===== config.mk =====
export PLATFORM = sky130hd
export DESIGN_NAME = splph_port
export DESIGN_NICKNAME = d
export VERILOG_FILES = /design/src/verilog/splph_pkg.sv /design/src/verilog/splph_port.sv
export SDC_FILE = /design/constraint.sdc
export NUM_CORES = 1
export LEC_CHECK = 0
export ABC_AREA = 0
export BUFFER_PORTS_ARGS = -buffer_cell sky130_fd_sc_hd__buf_2
export CORE_MARGIN = 2
export CORE_UTILIZATION = 64
export CTS_CLUSTER_SIZE = 16
export DETAILED_ROUTE_END_ITERATION = 12
export HOLD_SLACK_MARGIN = 0.1
export PLACE_DENSITY = 0.86
export REMOVE_ABC_BUFFERS = 1
export SLEW_MARGIN = 20
export SYNTH_ARGS = -nofsm -noshare
export SYNTH_HDL_FRONTEND = slang
export SYNTH_SLANG_ARGS = --single-unit

===== constraint.sdc =====
create_clock -name mclk -period 6.6 [get_ports mclk]
set_clock_uncertainty 0.05 [all_clocks]
set_input_delay 1.98 -clock mclk [delete_from_list [all_inputs] [get_ports mclk]]
set_output_delay 1.98 -clock mclk [all_outputs]
set_load 0.1 [all_outputs]

===== src/verilog/splph_pkg.sv =====
// Constants, register map and carrier types for the port power and
// hot-plug block. Assumes a 10 MHz core clock and a 32-bit bus.
package splph_pkg;

  // Clock rate and link recovery limits
  localparam int CLK_FREQ_HZ = 10_000_000;
  localparam int PARTIAL_EXIT_US = 10;
  localparam int SLUMBER_EXIT_MS = 10;
  localparam int PARTIAL_EXIT_CYC = PARTIAL_EXIT_US * (CLK_FREQ_HZ / 1_000_000);
  localparam int SLUMBER_EXIT_CYC = SLUMBER_EXIT_MS * (CLK_FREQ_HZ / 1_000);
  localparam int WAKE_CNT_W = 17;

  // Register byte offsets
  localparam logic [7:0] OFS_CMD = 8'h00;
  localparam logic [7:0] OFS_IS = 8'h04;
  localparam logic [7:0] OFS_IE = 8'h08;
  localparam logic [7:0] OFS_SSTS = 8'h0C;
  localparam logic [7:0] OFS_SCTL = 8'h10;
  localparam logic [7:0] OFS_SERR = 8'h14;
  localparam logic [7:0] OFS_CI = 8'h18;
  localparam logic [7:0] OFS_SACT = 8'h1C;
  localparam logic [7:0] OFS_GHC = 8'h20;
  localparam logic [7:0] OFS_DSTATE = 8'h24;

  // Field positions
  localparam int CMD_ST_BIT = 0;
  localparam int CMD_CCS_LSB = 8;
  localparam int CMD_CR_BIT = 15;
  localparam int CMD_ALPE_BIT = 26;
  localparam int CMD_ASP_BIT = 27;
  localparam int CMD_ICC_LSB = 28;
  localparam int IS_PCS_BIT = 6;
  localparam int IS_PRCS_BIT = 22;
  localparam int IE_PRCE_BIT = 22;
  localparam int SSTS_DET_LSB = 0;
  localparam int SSTS_IPM_LSB = 8;
  localparam int SCTL_IPM_LSB = 8;
  localparam int SERR_N_BIT = 16;
  localparam int SERR_X_BIT = 26;
  localparam int GHC_IE_BIT = 1;

  // Field codes
  localparam logic [3:0] DET_NONE = 4'h0;
  localparam logic [3:0] DET_PRESENT = 4'h1;
  localparam logic [3:0] DET_READY = 4'h3;
  localparam logic [3:0] IPM_NODEV = 4'h0;
  localparam logic [3:0] IPM_ACTIVE = 4'h1;
  localparam logic [3:0] IPM_PARTIAL = 4'h2;
  localparam logic [3:0] IPM_SLUMBER = 4'h6;
  localparam logic [3:0] ICC_ACTIVE = 4'h1;
  localparam logic [3:0] ICC_PARTIAL = 4'h2;
  localparam logic [3:0] ICC_SLUMBER = 4'h6;
  localparam logic [3:0] ALLOW_ALL = 4'h0;
  localparam logic [3:0] ALLOW_NO_PARTIAL = 4'h1;
  localparam logic [3:0] ALLOW_NO_SLUMBER = 4'h2;
  localparam logic [1:0] DSTATE_D0 = 2'h0;
  localparam logic [1:0] DSTATE_D3 = 2'h3;

  // Interface power state machine, Gray along host Partial entry and wake
  typedef enum logic [2:0] {
    PM_ACTIVE = 3'b000,
    PM_HREQ = 3'b001,
    PM_PARTIAL = 3'b011,
    PM_SLUMBER = 3'b111,
    PM_WAKE = 3'b010
  } splph_pm_e;

  // Signals arriving from the phy side
  typedef struct packed {
    logic phyReady;
    logic cominit;
    logic devReqPartial;
    logic devReqSlumber;
    logic pmAck;
    logic pmNack;
    logic pmEvent;
  } splph_link_in_s;

  // Signals driven toward the phy side
  typedef struct packed {
    logic pmReqPartial;
    logic pmReqSlumber;
    logic pmAck;
    logic pmNack;
    logic comwake;
  } splph_link_out_s;

endpackage


===== src/verilog/splph_port.sv =====
// Per-port interface power and hot-plug control with a Wishbone slave.
// Assumes phy inputs are asynchronous; link-layer inputs share mclk.
//
// Overview of operation
// - Phy ready edges, low-power entry and exit on phy ready set the ready-change diag
// - No removal reported while the link rests in Partial or Slumber
// - Connect change halts the command list and clears running
// - Issue, queued and current slot stay intact after the halt
// - Function supports D0 and D3 only; D1 and D2 undefined
// - Partial recovers within 10 us, Slumber within 10 ms
// - Any power management event wakes the interface
// - Low-power entry negotiated by request with ack or nack
// - Current interface power state readable while the function is in D0
// - Device requests judged by pm allow; nack when a frame is pending
// - State request write acted on only while the link is idle
// - Never move directly between Partial and Slumber on a request
// - Wake request to active bounded by the recovery time
// - Detect state becomes 3h when phy ready rises
// - Ready-change status mirrors the ready-change diag
// - Connect-change status mirrors the insertion diag
`timescale 1ns/1ps

module splph_port
  import splph_pkg::*;
#(
  parameter int SlumberExitCycles = SLUMBER_EXIT_CYC
) (
  // Clock and reset
  input wire logic mclk,
  input wire logic resetn,
  // Wishbone slave
  input wire logic wb_cyc_i,
  input wire logic wb_stb_i,
  input wire logic wb_we_i,
  input wire logic [7:0] wb_adr_i,
  input wire logic [3:0] wb_sel_i,
  input wire logic [31:0] wb_dat_i,
  output logic [31:0] wb_dat_o,
  output logic wb_ack_o,
  // Link layer, same clock
  input wire logic linkIdle,
  input wire logic framePending,
  input wire logic cmdDone,
  // Phy side
  input wire splph_link_in_s linkIn,
  output splph_link_out_s linkOut,
  // Port status
  output logic xferEnable,
  output logic irqReq
);

  // Whole port state in one record
  typedef struct packed {
    splph_link_in_s sync1;
    splph_link_in_s sync2;
    splph_link_in_s prev;
    splph_pm_e pm;
    logic [WAKE_CNT_W-1:0] wakeCnt;
    logic wakeSlumber;
    splph_link_out_s lo;
    logic st;
    logic halt;
    logic alpe;
    logic asp;
    logic prce;
    logic gie;
    logic [3:0] ipmAllow;
    logic [3:0] det;
    logic diagN;
    logic diagX;
    logic [31:0] ci;
    logic [31:0] sact;
    logic [4:0] ccs;
    logic [1:0] dstate;
    logic ack;
    logic [31:0] dat;
    logic irq;
    logic xfer;
  } splph_state_s;

  splph_state_s state_reg;
  splph_state_s state_next;

  ////////////////////////////////////////////////////////////////////////
  // Helpers

  // Byte-lane merge of a write into a stored word
  function automatic logic [31:0] laneMerge(input logic [31:0] old,
                                            input logic [31:0] wr,
                                            input logic [3:0] sel);
    logic [31:0] res;
    res = old;
    for (int i = 0; i < 4; i++) begin
      if (sel[i]) begin
        res[i*8 +: 8] = wr[i*8 +: 8];
      end
    end
    return res;
  endfunction

  // Lowest set slot, zero when none
  function automatic logic [4:0] lowSlot(input logic [31:0] bits);
    logic [4:0] idx;
    idx = 5'h00;
    for (int i = 31; i >= 0; i--) begin
      if (bits[i]) begin
        idx = 5'(i);
      end
    end
    return idx;
  endfunction

  ////////////////////////////////////////////////////////////////////////
  // Next-state logic

  always_comb begin
    splph_state_s n;
    logic req;
    logic wr;
    logic inD0;
    logic [31:0] cmdWord;
    logic [31:0] wrWord;
    logic [3:0] icc;
    logic iccWr;
    logic phyRise;
    logic phyFall;
    logic cr;
    logic hostReq;
    logic hostSlumber;
    logic devOk;
    logic [3:0] ipmCode;
    logic [WAKE_CNT_W-1:0] wakeLimit;
    n = state_reg;
    req = wb_cyc_i & wb_stb_i & ~state_reg.ack;
    wr = req & wb_we_i;
    inD0 = (state_reg.dstate == DSTATE_D0);
    cmdWord = 32'h0000_0000;
    wrWord = 32'h0000_0000;
    icc = 4'h0;
    iccWr = 1'b0;
    hostReq = 1'b0;
    hostSlumber = 1'b0;
    devOk = 1'b0;
    ipmCode = IPM_NODEV;
    wakeLimit = state_reg.wakeSlumber ? WAKE_CNT_W'(SlumberExitCycles - 1)
                                      : WAKE_CNT_W'(PARTIAL_EXIT_CYC - 1);

    // Two-stage synchroniser, edges taken from the second stage only
    n.sync1 = linkIn;
    n.sync2 = state_reg.sync1;
    n.prev = state_reg.sync2;
    phyRise = state_reg.sync2.phyReady & ~state_reg.prev.phyReady;
    phyFall = ~state_reg.sync2.phyReady & state_reg.prev.phyReady;

    // One-cycle primitives fall back by default
    n.lo.pmAck = 1'b0;
    n.lo.pmNack = 1'b0;

    // Bus answer one cycle after the request, dropped the cycle after
    n.ack = req;
    cr = state_reg.st & ~state_reg.halt;

    ipmCode = ipmOf(state_reg.pm);
    if (state_reg.det != DET_READY) begin
      ipmCode = IPM_NODEV;
    end

    // Register reads; in D3 only the power state register answers data
    n.dat = 32'h0000_0000;
    if (req && !wb_we_i && (inD0 || wb_adr_i == OFS_DSTATE)) begin
      case (wb_adr_i)
        OFS_CMD: begin
          n.dat[CMD_ST_BIT] = state_reg.st;
          n.dat[CMD_CCS_LSB +: 5] = state_reg.ccs;
          n.dat[CMD_CR_BIT] = cr;
          n.dat[CMD_ALPE_BIT] = state_reg.alpe;
          n.dat[CMD_ASP_BIT] = state_reg.asp;
        end
        OFS_IS: begin
          n.dat[IS_PCS_BIT] = state_reg.diagX;
          n.dat[IS_PRCS_BIT] = state_reg.diagN;
        end
        OFS_IE: n.dat[IE_PRCE_BIT] = state_reg.prce;
        OFS_SSTS: begin
          n.dat[SSTS_DET_LSB +: 4] = state_reg.det;
          n.dat[SSTS_IPM_LSB +: 4] = ipmCode;
        end
        OFS_SCTL: n.dat[SCTL_IPM_LSB +: 4] = state_reg.ipmAllow;
        OFS_SERR: begin
          n.dat[SERR_N_BIT] = state_reg.diagN;
          n.dat[SERR_X_BIT] = state_reg.diagX;
        end
        OFS_CI: n.dat = state_reg.ci;
        OFS_SACT: n.dat = state_reg.sact;
        OFS_GHC: n.dat[GHC_IE_BIT] = state_reg.gie;
        OFS_DSTATE: n.dat[1:0] = state_reg.dstate;
        default: n.dat = 32'h0000_0000;
      endcase
    end

    // Register writes; in D3 all but the power state register are dropped
    if (wr && (inD0 || wb_adr_i == OFS_DSTATE)) begin
      case (wb_adr_i)
        OFS_CMD: begin
          cmdWord[CMD_ST_BIT] = state_reg.st;
          cmdWord[CMD_ALPE_BIT] = state_reg.alpe;
          cmdWord[CMD_ASP_BIT] = state_reg.asp;
          wrWord = laneMerge(cmdWord, wb_dat_i, wb_sel_i);
          n.st = wrWord[CMD_ST_BIT];
          n.alpe = wrWord[CMD_ALPE_BIT];
          n.asp = wrWord[CMD_ASP_BIT];
          icc = wrWord[CMD_ICC_LSB +: 4];
          iccWr = wb_sel_i[3] & (icc != 4'h0);
          // Clearing start empties the list and lifts the halt
          if (!wrWord[CMD_ST_BIT]) begin
            n.ci = 32'h0000_0000;
            n.sact = 32'h0000_0000;
            n.halt = 1'b0;
          end
        end
        OFS_IE: begin
          wrWord = laneMerge({9'h000, state_reg.prce, 22'h000000},
                             wb_dat_i, wb_sel_i);
          n.prce = wrWord[IE_PRCE_BIT];
        end
        OFS_SCTL: begin
          wrWord = laneMerge({20'h00000, state_reg.ipmAllow, 8'h00},
                             wb_dat_i, wb_sel_i);
          n.ipmAllow = wrWord[SCTL_IPM_LSB +: 4];
        end
        OFS_SERR: begin
          // Write one to clear; the status view has no store of its own
          wrWord = laneMerge(32'h0000_0000, wb_dat_i, wb_sel_i);
          if (wrWord[SERR_N_BIT]) n.diagN = 1'b0;
          if (wrWord[SERR_X_BIT]) n.diagX = 1'b0;
        end
        OFS_CI: begin
          if (cr) n.ci = state_reg.ci | laneMerge(32'h0000_0000,
                                                   wb_dat_i, wb_sel_i);
        end
        OFS_SACT: begin
          if (cr) n.sact = state_reg.sact | laneMerge(32'h0000_0000,
                                                       wb_dat_i, wb_sel_i);
        end
        OFS_GHC: begin
          wrWord = laneMerge({30'h00000000, state_reg.gie, 1'b0},
                             wb_dat_i, wb_sel_i);
          n.gie = wrWord[GHC_IE_BIT];
        end
        OFS_DSTATE: begin
          // Only D0 and D3 exist; other codes leave the state alone
          if (wb_sel_i[0] && (wb_dat_i[1:0] == DSTATE_D0 ||
                              wb_dat_i[1:0] == DSTATE_D3)) begin
            n.dstate = wb_dat_i[1:0];
          end
        end
        default: n.st = n.st;
      endcase
    end

    // Command slot tracking while running
    if (cr && cmdDone) begin
      n.ci[state_reg.ccs] = 1'b0;
    end
    if (cr && n.ci != 32'h0000_0000) begin
      n.ccs = lowSlot(n.ci);
    end

    // Insertion: COMINIT sets the connect diag after any clear
    if (state_reg.sync2.cominit && !state_reg.prev.cominit) begin
      n.diagX = 1'b1;
      n.det = DET_PRESENT;
    end
    // Halt the list on a new connect change; slot state kept
    if (n.diagX && !state_reg.diagX) begin
      n.halt = 1'b1;
    end
    if (phyRise) begin
      n.det = DET_READY;
    end
    // Phy edges count only while the link is meant to carry signal
    if ((phyRise || phyFall) &&
        (state_reg.pm == PM_ACTIVE || state_reg.pm == PM_HREQ)) begin
      n.diagN = 1'b1;
    end
    if (phyFall && state_reg.pm == PM_ACTIVE) begin
      n.det = DET_PRESENT;
    end

    // Host-side low-power request; aggressive entry outranks software
    if (state_reg.alpe && state_reg.sact == 32'h0000_0000 &&
        state_reg.ci != 32'h0000_0000 && n.ci == 32'h0000_0000) begin
      hostReq = 1'b1;
      hostSlumber = state_reg.asp;
    end else if (iccWr && linkIdle &&
                 (icc == ICC_PARTIAL || icc == ICC_SLUMBER)) begin
      hostReq = 1'b1;
      hostSlumber = (icc == ICC_SLUMBER);
    end

    // Interface power state machine
    unique case (state_reg.pm)
      PM_ACTIVE: begin
        if (hostReq && state_reg.det == DET_READY) begin
          n.pm = PM_HREQ;
          n.wakeSlumber = hostSlumber;
          n.lo.pmReqPartial = ~hostSlumber;
          n.lo.pmReqSlumber = hostSlumber;
        end else if ((state_reg.sync2.devReqPartial &&
                      !state_reg.prev.devReqPartial) ||
                     (state_reg.sync2.devReqSlumber &&
                      !state_reg.prev.devReqSlumber)) begin
          hostSlumber = state_reg.sync2.devReqSlumber;
          devOk = (state_reg.ipmAllow == ALLOW_ALL) ||
                  (state_reg.ipmAllow == ALLOW_NO_PARTIAL && hostSlumber) ||
                  (state_reg.ipmAllow == ALLOW_NO_SLUMBER && !hostSlumber);
          if (devOk && !framePending) begin
            n.lo.pmAck = 1'b1;
            n.pm = hostSlumber ? PM_SLUMBER : PM_PARTIAL;
            n.wakeSlumber = hostSlumber;
            n.diagN = 1'b1;
          end else begin
            n.lo.pmNack = 1'b1;
          end
        end
      end
      PM_HREQ: begin
        if (state_reg.sync2.pmAck) begin
          n.pm = state_reg.wakeSlumber ? PM_SLUMBER : PM_PARTIAL;
          n.lo.pmReqPartial = 1'b0;
          n.lo.pmReqSlumber = 1'b0;
          n.diagN = 1'b1;
        end else if (state_reg.sync2.pmNack) begin
          n.pm = PM_ACTIVE;
          n.lo.pmReqPartial = 1'b0;
          n.lo.pmReqSlumber = 1'b0;
        end
      end
      PM_PARTIAL, PM_SLUMBER: begin
        // A request for the other low state is ignored here
        if ((iccWr && linkIdle && icc == ICC_ACTIVE) || framePending ||
            state_reg.sync2.pmEvent || phyRise) begin
          n.pm = PM_WAKE;
          n.lo.comwake = 1'b1;
          n.wakeCnt = '0;
        end
      end
      PM_WAKE: begin
        // Wake ends on phy ready or at the recovery bound
        n.wakeCnt = state_reg.wakeCnt + 1'b1;
        if (state_reg.sync2.phyReady) begin
          n.pm = PM_ACTIVE;
          n.lo.comwake = 1'b0;
          n.diagN = 1'b1;
          n.det = DET_READY;
        end else if (state_reg.wakeCnt >= wakeLimit) begin
          n.pm = PM_ACTIVE;
          n.lo.comwake = 1'b0;
          n.det = DET_PRESENT;
        end
      end
      default: n.pm = PM_ACTIVE;
    endcase

    // Registered port outputs; no interrupt while in D3
    n.irq = n.diagN & n.prce & n.gie & (n.dstate == DSTATE_D0);
    n.xfer = n.st & ~n.halt & (n.pm == PM_ACTIVE) & (n.det == DET_READY);
    state_next = n;
  end

  // Status code per power state; request and wake still read as active
  function automatic logic [3:0] ipmOf(input splph_pm_e pm);
    return (pm == PM_PARTIAL) ? IPM_PARTIAL :
           (pm == PM_SLUMBER) ? IPM_SLUMBER : IPM_ACTIVE;
  endfunction

  ////////////////////////////////////////////////////////////////////////
  // State register

  always_ff @(posedge mclk or negedge resetn) begin
    if (!resetn) begin
      state_reg <= '0;
      state_reg.pm <= PM_ACTIVE;
      state_reg.det <= DET_NONE;
      state_reg.dstate <= DSTATE_D0;
    end else begin
      state_reg <= state_next;
    end
  end

  // Outputs straight from the state register
  assign wb_dat_o = state_reg.dat;
  assign wb_ack_o = state_reg.ack;
  assign linkOut = state_reg.lo;
  assign xferEnable = state_reg.xfer;
  assign irqReq = state_reg.irq;

endmodule


==> out/metrics.cfg, run 1 <==
[outcome]
status = finished clean

[setup_path]
arrival_ns = 5.47
critical_path_class = input pin to flop
startpoint_type = input pin
end_kind = flop
crit_required_ns = 6.89
cp_max_fo = 15

[place]
placed_cells = 1153
post-dp-hpwl_um = 19000
numPortBuffers = 98
place_area_sq_um = 9280
place_congestion = 0.985

[logic_synthesis]
synth_top_area_cell = dfrtp_1
ys_seq_elements = 166
synth.distinct_cells = 90
avgSynthCellArea_sq_um = 9.46
syn_inst = 944
synthTopCellsByArea = dfrtp_1 (47%), nor2_1 (5.8%), mux2i_1 (3.7%), buf_4 (3.3%), a31oi_1 (2.8%)
ys_seq_area_frac = 0.465
syn-cell-area_sq_um = 8930
ys_warn_count = 0
synth_enable_flop_cells = 0
synth_top_area_frac = 0.465
async_flop_share = 1.00
ys.flop_type = dfrtp_1

[final_layout]
area_delta_synth_final_pct = 10.8
drive_gt1_frac = 0.203
finish.instance_area_sq_um = 9890
antenna_cells = 0
final_cells = 1185
finish.net_count = 1064
final_core_util = 0.718
largest_reg_flops = 112

[grt]
antenna_found_initial = 0
grt_pass1_wl_um = 41700
grt_overflow = 0
grt_pass1_vias = 7646
track_usage = 0.372
grt_max_degree = 95

[clock_network]
clk_pin_slew_ns = 0.07
cts_max_path_buffers = 2
clockRootBuffer = clkbuf_16
clk_latency_ns = 0.45
postCtsSetupRepairBufs = 0
cts_resized = 0
cts_tree = done
clock-sinks = 166
cts_max_level = 4
numCtsBuffers = 17
cts_hold_buf = 0

[floorplan]
die_area_sq_um = 14900
die_h_um = 122
core_sq_um = 13800
io_pins = 99
start_util = 0.648
die_width_um = 122
rows = 43

[pwr]
powerDensity_nw_per_um2 = 259
irDropWorstVdd_uv = 209
power_leakage_uw = 0.00474

[drt]
wire_per_inst_um = 22.3
route.detailed.drc = 0
via_per_inst = 6.76
antenna_left = 0
drt_pass1_iterations = 8
drt-total-wl_um = 26500
drt_iter0_drc = 1033
vias = 8013

[sta]
worst_pin_slew_ns = 0.876
final_max_slew_viol_count = 0
fin_crit_ns = 5.19
maxSlewHeadroom = 0.411
period_share = 0.786
rsz0062_at_grt = false
hold_violations = 0
finalSetupViolCount = 0
fin_tns_setup_ns = 0
fmax_ghz = 0.193

[worst_hold_path]
min_path_type = flop to flop

[run]
maxCapViolCount = 0

[worst max-delay path, cell delays in order]
cell	delay (ns)
buf_2	0.12
or4b_1	0.65
o22a_1	0.50
buf_4	0.33
o21ai_1	0.19
a21oi_1	0.18
o32ai_2	0.23
nand4_2	0.18
or3_4	0.43
o21bai_4	0.20
a21oi_1	0.10
o21a_1	0.21
and4_1	0.18
[per-stage QoR]
stage               worst slack, ns  hold slack (ns)  power [uW]
floorplan                    0.0558            0.281        1400
global route                   1.28            0.316        2660
CTS                            1.47            0.307        2560
detailed placement             1.02            0.290        1570
finish                         1.41            0.304        2570
global placement               1.11            0.283        1550
[cell usage after synthesis, drive strengths merged (7+ instances only)]
cell / instances
or2: 8
nand4: 35
clkbuf: 36
nor2b: 7
mux2i: 33
inv: 28
and2: 7
a22oi: 7
nor4: 23
nand3: 16
nand2: 64
buf: 47
dfrtp: 166
o21a: 7
a21oi: 42
ha: 13
and3: 12
nor3: 10
a31oi: 40
o21ai: 64
nand2b: 13
nor2: 143
a21o: 7
mux2: 10
[power by group]
| group | switching, uW | total (uW) | internal, uW | leakage, uW |
|---|---|---|---|---|
| clock | 488 | 1000 | 513 | 0.000295 |
| sequential | 58.6 | 1120 | 1060 | 0.00223 |
| combinational | 308 | 446 | 139 | 0.00222 |
[layout make-up]
type / count / area, sq um
Multi-Input combinational cell: 667 / 4200
Sequential cell: 166 / 4150
Fill cell: 1047 / 3880
Timing Repair Buffer: 112 / 602
Clock buffer: 17 / 425
Tap cell: 180 / 225
Clock inverter: 15 / 184
Inverter: 28 / 105
[logic make-up after synthesis]
family                   after synthesis  synth area share
AO/OA/AOI/OAI                        236             0.181
XOR/XNOR                               2           0.00196
adder cells (fa/ha/maj)               13            0.0182
buffers and inverters                111            0.0659
flip-flops                           166             0.465
multiplexers                          43            0.0496
AND/OR/NAND/NOR                      373             0.218
[placed cells by master, fill, tap and decap left out, drive strengths merged, types with 5 or more instances in the layout]
master,instances
nand3b,5
and3,12
buf,112
ha,13
or2,8
a21oi,42
nor3,10
o31ai,5
nor4,23
mux2i,33
a22oi,7
a221oi,6
o211ai,6
o21ai,64
nand2,64
nand4,35
nand2b,13
nor2,143
clkbuf,17
nor2b,7
o21a,7
mux2,10
nand3,16
dfrtp,166
a21boi,5
or3,6
a31oi,40
clkinv,8
inv,35
a22o,5
a21o,7
and2,7
[worst paths after layout]
kind                                                  end                 startpoint  depth (start not counted)  slack (ns)
worst min-delay path            state_next[152]$_DFF_PN0_  state_next[159]$_DFF_PN0_                          0        0.30
worst max-delay path                 xferEnable$_DFF_PN0_                wb_adr_i[7]                         13        1.41
worst min register to register  state_next[152]$_DFF_PN0_  state_next[159]$_DFF_PN0_                          0        0.30
min in group asynchronous       state_reg[47]$_DFFE_PN0P_                     resetn                          1        1.56
worst max register to register           irqReq$_DFF_PN0_         wb_ack_o$_DFF_PN0_                         11        3.02
max in group asynchronous        state_reg[110]$_DFF_PN0_                     resetn                          2        3.89
[layer usage]
metal,share of wire,vias up,GRT usage
met1,0.40,3851,0.517
met3,0.10,86,0.0777
met5,0,-,0
met2,0.46,561,0.574
li1,-,3515,-
met4,0.034,0,0.151
No activity file was read; power rests on OpenSTA's default activity.
==> run 2: changes to the inputs <==
CORE_UTILIZATION = 59   (was 64)
PLACE_DENSITY = 0.8   (was 0.86)
clock period = 4.8 ns   (was 6.6 ns; I/O delays follow)
==> out/metrics.cfg, run 2 (synthesis gave the netlist of run 1 again) <==
[setup_path]
critical_path_class = input pin to flop
startpoint_type = input pin
cpPeakStageDelay_ns = 0.63  ; -0.02 ns
arrival_ns = 4.55  ; -0.92 ns
cp_max_fo = 18  ; +3
slowest_stage = or4b_1
r2r_start = wb_ack_o$_DFF_PN0_
timing.critical_path.cells = buf_2 > or4b_1 > o22a_1 > buf_4 > o21ai_1 > nand2_1 > o32ai_2 > nand4_2 > or3_4 > o211ai_1 > a21boi_2 > nand3_1 > o211a_1
r2r-end = irqReq$_DFF_PN0_
r2r_cells = 11  ; unchanged
r2r_setup_slack_ns = 1.41  ; -1.61 ns
crit_required_ns = 5.07  ; -1.82 ns
end_kind = flop

[final_layout]
final_core_util = 0.688  ; -0.0301
largest_reg_flops = 112  ; unchanged
area_delta_synth_final_pct = 12.9
final_common_cell = dfrtp_1
antenna_cells = 0  ; unchanged
finish.net_count = 1088  ; +2.3%
final_cell_mix = dfrtp_1 (166), nor2_1 (137), buf_2 (97), nand2_1 (62), o21ai_0 (45)
final_cells = 1213  ; +2.4%
drive_gt1_frac = 0.222  ; +0.0186

[grt]
antenna_found_initial = 0  ; unchanged
grt_max_degree = 75  ; -21%
grt_overflow = 0  ; unchanged
grt_pass1_vias = 7582  ; -0.84%
grt_pass1_wl_um = 41500  ; -0.48%
track_usage = 0.335  ; -0.0377

[sta]
hold_violations = 0  ; unchanged
holdWs_ns = 0.302  ; -0.00247 ns
setup_ws_ns = 0.527  ; -0.887 ns
period_share = 0.890
worst_pin_slew_ns = 0.863  ; -0.0124 ns
maxSlewHeadroom = 0.422  ; +0.0116
finalSetupViolCount = 0  ; unchanged
fin_crit_ns = 4.27
rsz0062_at_grt = false
final_max_slew_viol_count = 0  ; unchanged
fmax_ghz = 0.234

[clock_network]
numCtsBuffers = 17  ; unchanged
clock-sinks = 166  ; unchanged
cts_tree = done
cts_resized = 0  ; unchanged
cts_max_level = 4  ; unchanged
cts_hold_buf = 0  ; unchanged
clk_latency_ns = 0.44  ; about the same
clockRootBuffer = clkbuf_16
postCtsSetupRepairBufs = 0  ; unchanged
cts_max_path_buffers = 2  ; unchanged
clk_pin_slew_ns = 0.08  ; about the same

[run]
maxCapViolCount = 0  ; unchanged

[worst_hold_path]
min_path_type = flop to flop
min_from = state_next[161]$_DFF_PN0_
hold_end = state_next[154]$_DFF_PN0_
hold_depth = 0  ; unchanged

[drt]
route.detailed.drc = 0  ; unchanged
vias = 7982  ; -0.39%
drt_iter0_drc = 928  ; -10%
wire_per_inst_um = 21.6  ; -3.3%
via_per_inst = 6.58  ; -2.7%
drt_pass1_iterations = 6  ; -2
drt-total-wl_um = 26200  ; -1.0%
antenna_left = 0  ; unchanged

[pwr]
power_leakage_uw = 0.00487  ; +2.7%
irDropWorstVdd_uv = 377  ; +80%
powerDensity_nw_per_um2 = 350  ; +35%

[place]
post-dp-hpwl_um = 19400  ; +1.9%
placed_cells = 1181  ; +2.4%
place_congestion = 1.02  ; +3.2%
detailedPlace.worstSlack_ns = 0.133  ; -0.888 ns
numPortBuffers = 98  ; unchanged

[floorplan]
rows = 44  ; +2.3%
die_h_um = 127  ; +4.0%
die_area_sq_um = 16100  ; +8.2%
core_sq_um = 14600  ; +6.3%
io_pins = 99  ; unchanged
die_width_um = 127  ; +4.0%
start_util = 0.610  ; -0.0385

[outcome]
status = finished clean

run 2: cell count changes in the layout (fill, tap and decap cells not counted):
cell / change
buf_4: +23
inv_8: +4
clkinv_8: -3
buf_12: +1
clkinv_4: -1
run 2: power by group:
part | switching [uW] | internal, uW
combinational | 420 | 194
sequential | 78.1 | 1460
clock | 667 | 707
run 2: metal layers:
| layer | vias to the layer above | routed length (um) | GRT usage |
|---|---|---|---|
| li1 | 3558 | - | - |
| met3 | 87 | 2530 | 0.0842 |
| met2 | 464 | 11500 | 0.488 |
| met5 | - | 0 | 0 |
| met4 | 0 | 956 | 0.139 |
| met1 | 3873 | 11200 | 0.481 |
run 2: worst max-delay path by stage:
stage                      startpoint                    endpoint  depth (start not counted)
after floorplan           wb_adr_i[2]   state_reg[42]$_DFFE_PN0P_                          7
after global placement    wb_adr_i[7]  state_reg[127]$_DFFE_PN0P_                         13
after detailed placement  wb_adr_i[7]  state_reg[127]$_DFFE_PN0P_                         13
after CTS                 wb_adr_i[7]  state_reg[127]$_DFFE_PN0P_                         13
after global routing      wb_adr_i[7]  state_reg[127]$_DFFE_PN0P_                         13
final                     wb_adr_i[7]  state_reg[127]$_DFFE_PN0P_                         13
run 2: final cells by class:
cell class / instances / area [sq um]
fill: 1188 / 4570
multi-input combinational: 667 / 4200
sequential: 166 / 4150
timing repair buffer: 136 / 795
clock buffer: 17 / 425
tap: 184 / 230
clock inverter: 15 / 171
inverter: 28 / 105
run 2: critical path, delay by kind of cell:
kind,cells,cell delay (ns)
compound gates,6,1.30
buf+inv,2,0.34
simple gates,5,1.46
run 2: stage by stage:
step | setup TNS (ns) | power [uW] | area (sq um)
final | 0 | 3520 | 10100
after global placement | 0 | 2140 | 9480
after global routing | 0 | 3670 | 10100
after CTS | 0 | 3530 | 10100
after floorplan | -38.53 | 1930 | 8450
after detailed placement | 0 | 2160 | 9480
